## config.mk

```make
export PLATFORM = sky130hd
export DESIGN_NAME = lpfc_port
export DESIGN_NICKNAME = d
export VERILOG_FILES = /design/src/design/lpfc_pkg.sv /design/src/design/lpfc_port.sv
export SDC_FILE = /design/constraint.sdc
export NUM_CORES = 1
export LEC_CHECK = 0
export BUFFER_PORTS_ARGS = -buffer_cell sky130_fd_sc_hd__clkbuf_2
export CORE_MARGIN = 5
export CORE_UTILIZATION = 49
export DETAILED_ROUTE_END_ITERATION = 7
export GPL_TIMING_DRIVEN = 0
export PLACE_DENSITY_LB_ADDON = 0.1
export SLEW_MARGIN = 40
export SYNTH_ARGS = -nofsm -noshare
export SYNTH_HDL_FRONTEND = slang
export SYNTH_SLANG_ARGS = --single-unit
```

## constraint.sdc

```tcl
create_clock -name mclk -period 2.7 [get_ports mclk]
set_input_delay 0.135 -clock mclk [delete_from_list [all_inputs] [get_ports mclk]]
set_output_delay 0.135 -clock mclk [all_outputs]
set_load 0.02 [all_outputs]
```

## src/design/lpfc_pkg.sv

```systemverilog
// Purpose: Shared constants and carriers for the link pause flow control block
// Assumes: 32-bit register port, byte addresses on word boundaries
// Notes: Pause times are counted in quanta of 512 bit times
package lpfc_pkg;

    // ****************************************************************
    // Register map
    // ****************************************************************
    localparam int ADDR_W = 8;
    localparam int DATA_W = 32;
    localparam logic [ADDR_W-1:0] CTRL_OFS = 8'h00;
    localparam logic [ADDR_W-1:0] PFC_OFS = 8'h04;
    localparam logic [ADDR_W-1:0] PTIME_OFS = 8'h08;
    localparam logic [ADDR_W-1:0] STATUS_OFS = 8'h0C;

    // Control register fields
    localparam int CTRL_SYM_BIT = 0;
    localparam int CTRL_ASYM_BIT = 1;
    localparam int CTRL_GEN_BIT = 2;
    localparam int CTRL_RESP_BIT = 3;
    localparam int CTRL_W = 4;

    // Status register fields
    localparam int ST_HOLD_BIT = 0;
    localparam int ST_XOFF_BIT = 1;
    localparam int ST_ERR_BIT = 2;
    localparam int ST_ADV_PAUSE_BIT = 3;
    localparam int ST_ADV_ASYM_BIT = 4;
    localparam int ST_PRIO_LSB = 8;
    localparam int ST_QUANTA_LSB = 16;

    // ****************************************************************
    // Sizes and reset values
    // ****************************************************************
    localparam int NUM_PRIO = 8;
    localparam int QUANTA_W = 16;
    localparam logic [CTRL_W-1:0] CTRL_RST = 4'h0;
    localparam logic [NUM_PRIO-1:0] PFC_RST = 8'h00;
    localparam logic [QUANTA_W-1:0] PTIME_RST = 16'hFFFF;
    localparam logic [QUANTA_W-1:0] QUANTA_ZERO = 16'h0000;
    localparam logic [QUANTA_W-1:0] QUANTA_ONE = 16'h0001;

    typedef enum logic [3:0] {
        GS_IDLE = 4'h1,
        GS_XOFF_WAIT = 4'h2,
        GS_PAUSING = 4'h4,
        GS_XON_WAIT = 4'h8
    } lpfc_gen_state_t;

    // One pause frame, received or to be sent
    typedef struct packed {
        logic valid;
        logic pfc;
        logic [NUM_PRIO-1:0] prio;
        logic [QUANTA_W-1:0] quanta;
    } lpfc_pause_frame_t;

endpackage

```

## src/design/lpfc_port.sv

```systemverilog
// Purpose: Pause and per-priority flow control for one full-duplex port
// Assumes: MAC parses pause frames, builds them on request and gives a quanta tick
// Notes: Instantiate once per physical or aggregate member link
// Behaviour
// - Each port instance holds its own flow control configuration.
// - Pause generation and response work only on a full-duplex link.
// - A received link pause halts every frame regardless of priority.
// - With generation enabled, buffer fullness triggers sending a pause frame.
// - With response enabled, received pause idles transmitter until time expires.
// - A received pause of zero time ends any pause at once; a per-priority one ends only the priorities it names.
// - Buffer drained below release level after pausing sends zero-time pause.
// - Generation and response also serve aggregate member links.
// - Symmetric mode enables generation and response together or neither.
// - Asymmetric mode has separate generation and response enables.
// - Asymmetric mode overrides any symmetric setting on the port.
// - Link pause and per-priority control never coexist; such writes rejected.
// - After reset every form of flow control is disabled.
// - Per-priority control splits traffic into eight 3-bit code point priorities.
// - Each priority has its own per-priority enable, any subset allowed.
// - Priorities without per-priority control keep flowing while others pause.
// - Receive-side enable drives generation, transmit-side enable drives response.
// - Advertise pause and asymmetric bits from the two enables.
`timescale 1ns/10ps
module lpfc_port
    import lpfc_pkg::*;
(
    input wire logic mclk,
    input wire logic srst,
    input wire logic [lpfc_pkg::ADDR_W-1:0] reg_addr,
    input wire logic [lpfc_pkg::DATA_W-1:0] reg_wdata,
    input wire logic reg_wr,
    input wire logic reg_rd,
    output logic [lpfc_pkg::DATA_W-1:0] reg_rdata,
    input wire logic link_full_duplex,
    input wire logic quanta_tick,
    input wire logic rx_buf_full,
    input wire logic rx_buf_release,
    input wire lpfc_pkg::lpfc_pause_frame_t rx_pause,
    output lpfc_pkg::lpfc_pause_frame_t tx_pause,
    input wire logic tx_pause_ack,
    output logic tx_hold,
    output logic [lpfc_pkg::NUM_PRIO-1:0] tx_prio_hold,
    output logic advert_pause_bit,
    output logic asymmetric_direction_advert_bit
);

    // ****************************************************************
    // Configuration registers
    // ****************************************************************
    logic [CTRL_W-1:0] ctrl_reg;
    logic [NUM_PRIO-1:0] pfc_reg;
    logic [QUANTA_W-1:0] ptime_reg;
    logic cfg_err_reg;
    logic gen_en;
    logic resp_en;
    logic wr_gen;
    logic wr_resp;
    logic ctrl_reject;
    logic pfc_reject;

    assign gen_en = ctrl_reg[CTRL_ASYM_BIT] ? ctrl_reg[CTRL_GEN_BIT]
                                            : ctrl_reg[CTRL_SYM_BIT];
    assign resp_en = ctrl_reg[CTRL_ASYM_BIT] ? ctrl_reg[CTRL_RESP_BIT]
                                             : ctrl_reg[CTRL_SYM_BIT];
    assign wr_gen = reg_wdata[CTRL_ASYM_BIT] ? reg_wdata[CTRL_GEN_BIT] : reg_wdata[CTRL_SYM_BIT];
    assign wr_resp = reg_wdata[CTRL_ASYM_BIT] ? reg_wdata[CTRL_RESP_BIT] : reg_wdata[CTRL_SYM_BIT];
    // A write that would leave both kinds of flow control on is dropped whole
    assign ctrl_reject = reg_wr && reg_addr == CTRL_OFS && (wr_gen || wr_resp) && |pfc_reg;
    assign pfc_reject = reg_wr && reg_addr == PFC_OFS && |reg_wdata[NUM_PRIO-1:0]
                        && (gen_en || resp_en);

    always_ff @(posedge mclk)
    begin
        if (srst)
        begin
            ctrl_reg <= CTRL_RST;
            pfc_reg <= PFC_RST;
            ptime_reg <= PTIME_RST;
        end
        else if (reg_wr)
        begin
            if (reg_addr == CTRL_OFS && !ctrl_reject)
                ctrl_reg <= reg_wdata[CTRL_W-1:0];
            if (reg_addr == PFC_OFS && !pfc_reject)
                pfc_reg <= reg_wdata[NUM_PRIO-1:0];
            if (reg_addr == PTIME_OFS)
                ptime_reg <= reg_wdata[QUANTA_W-1:0];
        end
    end

    // Sticky error, write one to clear; a new rejection wins over the clear
    always_ff @(posedge mclk)
    begin
        if (srst)
            cfg_err_reg <= 1'b0;
        else if (ctrl_reject || pfc_reject)
            cfg_err_reg <= 1'b1;
        else if (reg_wr && reg_addr == STATUS_OFS && reg_wdata[ST_ERR_BIT])
            cfg_err_reg <= 1'b0;
    end

    // Effective enables: link pause yields to per-priority control, and
    // nothing acts on a half-duplex link
    logic link_gen;
    logic link_resp;
    logic prio_on;
    logic gen_active;

    assign prio_on = |pfc_reg && link_full_duplex;
    assign link_gen = gen_en && !(|pfc_reg) && link_full_duplex;
    assign link_resp = resp_en && !(|pfc_reg) && link_full_duplex;
    assign gen_active = link_gen || prio_on;

    // ****************************************************************
    // Pause generation
    // ****************************************************************
    lpfc_gen_state_t gst_reg;
    lpfc_gen_state_t gst_next;
    logic [QUANTA_W-1:0] refresh_reg;
    logic refresh_due;

    // Resend before the peer's copy of the time runs out while still full
    assign refresh_due = refresh_reg >= (ptime_reg >> 1);

    always_comb
    begin
        gst_next = gst_reg;
        unique case (gst_reg)
            GS_IDLE:
                if (gen_active && rx_buf_full)
                    gst_next = GS_XOFF_WAIT;
            GS_XOFF_WAIT:
                if (tx_pause_ack)
                    gst_next = GS_PAUSING;
            GS_PAUSING:
                if (!gen_active || rx_buf_release)
                    gst_next = GS_XON_WAIT;
                else if (rx_buf_full && refresh_due)
                    gst_next = GS_XOFF_WAIT;
            GS_XON_WAIT:
                if (tx_pause_ack)
                    gst_next = GS_IDLE;
        endcase
    end

    always_ff @(posedge mclk)
    begin
        if (srst)
            gst_reg <= GS_IDLE;
        else
            gst_reg <= gst_next;
    end

    always_ff @(posedge mclk)
    begin
        if (srst || gst_reg != GS_PAUSING)
            refresh_reg <= QUANTA_ZERO;
        else if (quanta_tick && !refresh_due)
            refresh_reg <= refresh_reg + QUANTA_ONE;
    end

    // Frame request stands until the MAC acknowledges it
    always_ff @(posedge mclk)
    begin
        if (srst)
            tx_pause <= '0;
        else if (gst_next == GS_XOFF_WAIT && gst_reg != GS_XOFF_WAIT)
        begin
            tx_pause.valid <= 1'b1;
            tx_pause.pfc <= |pfc_reg;
            tx_pause.prio <= pfc_reg;
            tx_pause.quanta <= ptime_reg;
        end
        else if (gst_next == GS_XON_WAIT && gst_reg != GS_XON_WAIT)
        begin
            tx_pause.valid <= 1'b1;
            tx_pause.quanta <= QUANTA_ZERO;
        end
        else if (tx_pause_ack)
            tx_pause.valid <= 1'b0;
    end

    // ****************************************************************
    // Pause response
    // ****************************************************************
    logic [QUANTA_W-1:0] link_tmr_reg;
    logic [QUANTA_W-1:0] link_tmr_next;
    logic link_load;

    // Each member of an aggregate runs its own copy of this timer
    assign link_load = rx_pause.valid && !rx_pause.pfc;

    always_comb
    begin
        link_tmr_next = link_tmr_reg;
        if (!link_resp)
            link_tmr_next = QUANTA_ZERO;
        else if (link_load)
            link_tmr_next = rx_pause.quanta;
        else if (quanta_tick && link_tmr_reg != QUANTA_ZERO)
            link_tmr_next = link_tmr_reg - QUANTA_ONE;
    end

    always_ff @(posedge mclk)
    begin
        if (srst)
        begin
            link_tmr_reg <= QUANTA_ZERO;
            tx_hold <= 1'b0;
        end
        else
        begin
            link_tmr_reg <= link_tmr_next;
            tx_hold <= link_tmr_next != QUANTA_ZERO;
        end
    end

    // One timer per code point; disabled priorities never hold
    genvar gp;
    generate
        for (gp = 0; gp < NUM_PRIO; gp++)
        begin : g_prio
            logic [QUANTA_W-1:0] tmr_reg;
            logic [QUANTA_W-1:0] tmr_next;
            always_comb
            begin
                tmr_next = tmr_reg;
                if (!(prio_on && pfc_reg[gp]))
                    tmr_next = QUANTA_ZERO;
                else if (rx_pause.valid && rx_pause.pfc && rx_pause.prio[gp])
                    tmr_next = rx_pause.quanta;
                else if (quanta_tick && tmr_reg != QUANTA_ZERO)
                    tmr_next = tmr_reg - QUANTA_ONE;
            end

            always_ff @(posedge mclk)
            begin
                if (srst)
                begin
                    tmr_reg <= QUANTA_ZERO;
                    tx_prio_hold[gp] <= 1'b0;
                end
                else
                begin
                    tmr_reg <= tmr_next;
                    tx_prio_hold[gp] <= tmr_next != QUANTA_ZERO;
                end
            end
        end
    endgenerate

    // ****************************************************************
    // Advertisement and register read
    // ****************************************************************
    always_ff @(posedge mclk)
    begin
        if (srst)
        begin
            advert_pause_bit <= 1'b0;
            asymmetric_direction_advert_bit <= 1'b0;
        end
        else
        begin
            advert_pause_bit <= resp_en;
            asymmetric_direction_advert_bit <= gen_en ^ resp_en;
        end
    end

    always_ff @(posedge mclk)
    begin
        if (srst || !reg_rd)
            reg_rdata <= '0;
        else
        begin
            reg_rdata <= '0;
            unique case (reg_addr)
                CTRL_OFS: reg_rdata[CTRL_W-1:0] <= ctrl_reg;
                PFC_OFS: reg_rdata[NUM_PRIO-1:0] <= pfc_reg;
                PTIME_OFS: reg_rdata[QUANTA_W-1:0] <= ptime_reg;
                STATUS_OFS:
                begin
                    reg_rdata[ST_HOLD_BIT] <= tx_hold;
                    reg_rdata[ST_XOFF_BIT] <= gst_reg == GS_PAUSING;
                    reg_rdata[ST_ERR_BIT] <= cfg_err_reg;
                    reg_rdata[ST_ADV_PAUSE_BIT] <= advert_pause_bit;
                    reg_rdata[ST_ADV_ASYM_BIT] <= asymmetric_direction_advert_bit;
                    reg_rdata[ST_PRIO_LSB +: NUM_PRIO] <= tx_prio_hold;
                    reg_rdata[ST_QUANTA_LSB +: QUANTA_W] <= link_tmr_reg;
                end
                default: reg_rdata <= '0;
            endcase
        end
    end
endmodule // lpfc_port

```

# --- Word-level counts from Yosys, hierarchy flattened ---
# Index checks and enable logic that the tools add are counted.
totals:
  regBits: 262
  latchBits: 0
  ramBits: 0
  rom_bits: 0
  inputBits: 75
  out_inout_bits: 69
  wordCells: 194
  n_memories: 0
classes:
  addsub: 10
  n_mul: 0
  div: 0
  order_cmp: 1
  eq_ne: 12
  shift: 0
  mux: 48
  bitwise: 2
  n_reduce_logical: 89
op_table:
  columns: ["op", "count"]
  rows:
  - ["16-bit 2-to-1 mux", 29]
  - ["16-bit nonzero test", 18]
  - ["16-bit by 1-bit subtractor with 16-bit output (second input constant)", 9]
  - ["1-bit logical AND", 47]
  - ["4-bit case mux with 4 select lines", 2]
  - ["4-bit 2-to-1 mux", 5]
  - ["16-bit by 1-bit adder with 16-bit output (second input constant)", 1]
  - ["8-bit by 4-bit == test with 1-bit output (second input constant)", 2]
  - ["16-bit by 15-bit >= comparator with 1-bit output", 1]
  - ["8-bit case mux with 2 select lines", 1]
  - ["8-bit OR reduction", 2]
  - ["1-bit 2-to-1 mux", 9]
  - ["4-bit by 2-bit == test with 1-bit output (second input constant)", 2]
  - ["4-bit == test (second input constant)", 2]
  - ["8-bit by 3-bit == test with 1-bit output (second input constant)", 1]
  - ["8-bit logical NOT", 1]
  - ["1-bit logical NOT", 7]
  - ["1-bit logical OR", 7]
  - ["3-bit case mux with 2 select lines", 1]
  - ["2-bit AND reduction", 3]
  - ["4-bit by 1-bit == test with 1-bit output (second input constant)", 1]
  - ["4-bit by 3-bit == test with 1-bit output (second input constant)", 1]
  - ["4-bit by 2-bit inequality test with 1-bit output (second input constant)", 1]
  - ["4-bit by 3-bit inequality test with 1-bit output (second input constant)", 1]
  - ["other kinds (7)", 8]

# --- Logic depth before layout (Yosys ltp) ---
logic_depth:
  depth_word: 13
  mapped_depth: 11
  depth_no_buf: 10

# --- Worst setup path after synthesis ---
# Ideal clock, no wire load.
synth_timing:
  kind: "register -> register"
  start: "reg g_prio[4].tmr_reg[3]"
  end: "reg tx_prio_hold[4] (netlist name)"
  setup_time_ns: 0.139
  arrival_time_ns: 2.836
  t_required_ns: 2.561
  setup_slack_ns: -0.275
  stages_incl_launch_ff: 9
  n_path_buf: 0
  synth_period_minus_slack_ns: 2.975
  cell_sequence: "dfxtp_1 -> or4_4 -> or4_4 -> or3_1 -> or4_1 -> xor2_1 -> a21oi_2 -> nor4_1 -> a41oi_2"
synth_via:
  elab_chain_cells: 6
  elab_cells_between_ends: 7
  cone_classes: "add/sub (1); mux (3); reduce/logical (3)"
synth_lines:
  columns: ["item", "line", "rtl"]
  rows:
  - ["from (decl)", "lpfc_port.sv:223", "logic [QUANTA_W-1:0] tmr_reg;"]
  - ["from (signal assigned)", "lpfc_port.sv:245", "tmr_reg <= tmr_next;"]
  - ["branches (longest 2 deep; another with 16-bit by 1-bit subtractor with 16-bit output)", null, null]
  - ["16-bit 2-to-1 mux (*)", "lpfc_port.sv:232", "else if (quanta_tick && tmr_reg != QUANTA_ZERO)"]
  - ["16-bit 2-to-1 mux (*)", "lpfc_port.sv:230", "else if (rx_pause.valid && rx_pause.pfc && rx_pause.prio[gp])"]
  - ["16-bit 2-to-1 mux (*)", "lpfc_port.sv:228", "if (!(prio_on && pfc_reg[gp]))"]
  - ["16-bit nonzero test (*)", "lpfc_port.sv:246", "tx_prio_hold[gp] <= tmr_next != QUANTA_ZERO;"]
  - ["to (signal, indexed assignment)", "lpfc_port.sv:241", "tx_prio_hold[gp] <= 1'b0;"]
  - ["to (signal, indexed assignment)", "lpfc_port.sv:246", null]
  - ["to (decl)", "lpfc_port.sv:42", "output logic [lpfc_pkg::NUM_PRIO-1:0] tx_prio_hold,"]
# Mark *: on every way between the ends.
# A chain may end at the register's enable or synchronous reset.

# --- Final worst setup path ---
layout_timing:
  start: "reg g_prio[4].tmr_reg[5]"
  end: "reg tx_prio_hold[4] (netlist name)"
# Same word-level chain as after synthesis.

==> flow_summary.yaml <==
synthesis:
  syn_area_mm2: 0.0142
  syn_area_per_cell_um2: 8.03
  synth_fp_nets: 1876
  ys.flop_type: "dfxtp_1"
  yosys_warnings: 0
  syn_inst: 1766
  synth-seq-area-share: 0.370
  ys_types: 75
  yosys_register_bits: 262
  synth-edff-count: 0
  synthArstFlopShare: 0
timing:
  fmax_mhz: 346
  slew_violations: 0
  clock_skew_ns: 0.0123
  fin_crit_sh: 1.07
  setup_viol: 1
  min_period_ns: 2.89
  layout_setup_ws_ns: -0.187
  rsz0062_at_grt: "true"
  tightestPinTransition_ns: 0.916
  slew_headroom: 0.389
  hold_viol: 0
setup_path:
  end_kind: "flip-flop"
  timing.critical_path.to: "tx_prio_hold[4]$_SDFF_PP0_"
  crit_path_top_delay_cell: "or4_4"
  worst-r2r-setup-slack_ns: -0.19
  cpMostUsedCell: "or4_4"
  arrival_ns: 3.31
  critical-path-max-stage-delay_ns: 0.54
  worst_ep_required_time_ns: 3.12
  rr_startpoint: "g_prio[4].tmr_reg[5]$_SDFF_PP0_"
  path_max_fanout: 2
  crit_type: "reg -> reg"
  startpoint: "g_prio[4].tmr_reg[5]$_SDFF_PP0_"
  setup.worst_path.start_class: "flip-flop"
  r2r-end: "tx_prio_hold[4]$_SDFF_PP0_"
  rr_worst_depth: 8
  crit_chain: "or4_4, or4_4, or3_4, or4_4, xor2_2, a21oi_2, nor4_2, a41oi_2"
final_layout:
  instances_no_fill: 2342
  final_cell_mix: "dfxtp_1 (247), nor2_1 (209), clkbuf_2 (128), nand2_1 (112), o21ai_0 (98)"
  drive_gt1_frac: 0.160
  area_delta_synth_final_pct: 20.3
  antenna_cells: 0
  final_util: 0.596
  largest_reg_flops: 128
  finalNetCount: 2047
  final_common_cell: "dfxtp_1"
clock_network:
  cts_buffer_depth: 3
  cts_root_buf: "clkbuf_16"
  cts_tree: "done"
  htree_levels: 1
  numCtsBuffers: 29
  clock_sinks: 262
  clkSlewWorstSetupHoldPaths_ns: 0.06
  clk_latency_ns: 0.57
floorplanning:
  io_pins: 144
  die_area_mm2: 0.0325
  die_y_um: 180
  die_x_um: 180
  start_util: 0.496
  num_rows: 62
  coreArea_mm2: 0.0286
detailed_routing:
  routed_wl_um: 49800
  post-route-drc-count: 0
  vias: 14338
  vias_per_cell: 6.12
  wire_per_inst_um: 21.3
  drt_iter0_drc: 1457
  first_pass_iters: 5
  ant_nets: 0
placement:
  portBuffers: 113
  place_inst: 2263
  post-place-ws_ns: -0.954
  place.gp.congestion: 0.976
  dpl.hpwl_um: 35100
grt:
  track_usage: 0.290
  antenna_found_initial: 1
  gr-total-overflow: 0
  grt_pass1_vias: 13255
  grt_max_degree: 17
  grt_pass1_wl_um: 76000
power_and_ir_drop:
  p_leak_nw: 6.87
  p_per_area_mw_per_mm2: 496
  power.total_w: 0.00847
  ir_worst_vdd_mv: 0.430
run:
  drv_cap: 0
outcome:
  violations: "negative setup slack"
  run_status: "finished, violations left"
worst_hold_path:
  hp-class: "in -> reg"
==> through the flow <==
step / hold slack, ns / TNS, ns / area [um2]
after floorplan: 0.259 / -0.0818 / 14200
final: 0.0260 / -0.187 / 17100
after CTS: 0.00386 / -0.341 / 16700
after global placement: 0.366 / -61.96 / 15200
after global routing: 0.0543 / -0.502 / 17100
after detailed placement: 0.374 / -31.87 / 15300
==> how the worst min path moves through the flow <==
stage,end,cells after the start,slack (ns),start
4_1_cts,tx_pause[25]$_SDFFE_PP0P_,4,0.004,tx_pause_ack
5_1_grt,tx_pause[25]$_SDFFE_PP0P_,4,0.05,tx_pause_ack
3_3_place_gp,ptime_reg[9]$_SDFFE_PP1P_,3,0.37,reg_wdata[9]
6_report,tx_pause[25]$_SDFFE_PP0P_,4,0.03,tx_pause_ack
3_5_place_dp,ptime_reg[11]$_SDFFE_PP1P_,3,0.37,reg_wdata[11]
2_1_floorplan,ptime_reg[0]$_SDFFE_PP1P_,2,0.26,reg_wdata[0]
==> timing repair <==
action,in CTS,in global routing
gates resized for setup,50,95
setup endpoints to repair,43,49
hold endpoints to repair,30,0
hold buffers,20,0
pin swaps,10,25
cloned,0,1
setup buffers,6,5
==> power breakdown <==
part	total, W	switching, W	internal (W)
logic	0.000513	0.000387	0.000126
registers	0.00387	0.00000145	0.00387
clock network	0.00409	0.00166	0.00243
==> synthesized netlist by cell type, types with 42 or more instances <==
cell | n | area, um2
nand2_1 | 113 | 424
nor2_1 | 214 | 803
nor3_1 | 59 | 295
a21oi_1 | 89 | 445
o21ai_0 | 108 | 541
clkbuf_1 | 104 | 390
inv_1 | 44 | 165
and2_1 | 82 | 513
o211ai_1 | 42 | 315
dfxtp_1 | 262 | 5250
xnor2_1 | 54 | 473
xor2_1 | 53 | 464
==> per-layer routing <==
metal | vias to the layer above | track usage | wire [um]
met5 | - | 0 | 0
met4 | 0 | 0.104 | 1920
met3 | 132 | 0.0384 | 3840
met2 | 630 | 0.474 | 22900
met1 | 6867 | 0.397 | 21200
li1 | 6709 | - | -
==> cell families after synthesis <==
| kind of cell | share of synthesized area |
|---|---|
| adder cells (fa/ha/maj) | 0.0309 |
| buffers and inverters | 0.0430 |
| AND/OR/NAND/NOR | 0.277 |
| AO/OA/AOI/OAI | 0.191 |
| multiplexers | 0.0222 |
| XOR/XNOR | 0.0661 |
| flip-flops | 0.370 |
==> layout make-up <==
type / instances / area [um2]
Inverter: 45 / 169
Clock inverter: 10 / 118
Timing Repair Buffer: 145 / 853
Clock buffer: 42 / 875
Multi-Input combinational cell: 1342 / 8820
Fill cell: 2634 / 11600
Sequential cell: 262 / 5270
Buffer: 112 / 479
Tap cell: 384 / 480
==> worst max-delay path, delay by kind of cell (launching register included) <==
kind	cells	cell delay [ns]
xor gates and xnor gates	1	0.17
DFF	1	0.32
AOI/OAI and AO/OA	2	0.26
and+or+nand+nor	5	2.00
No activity file was read; power rests on OpenSTA's default activity.
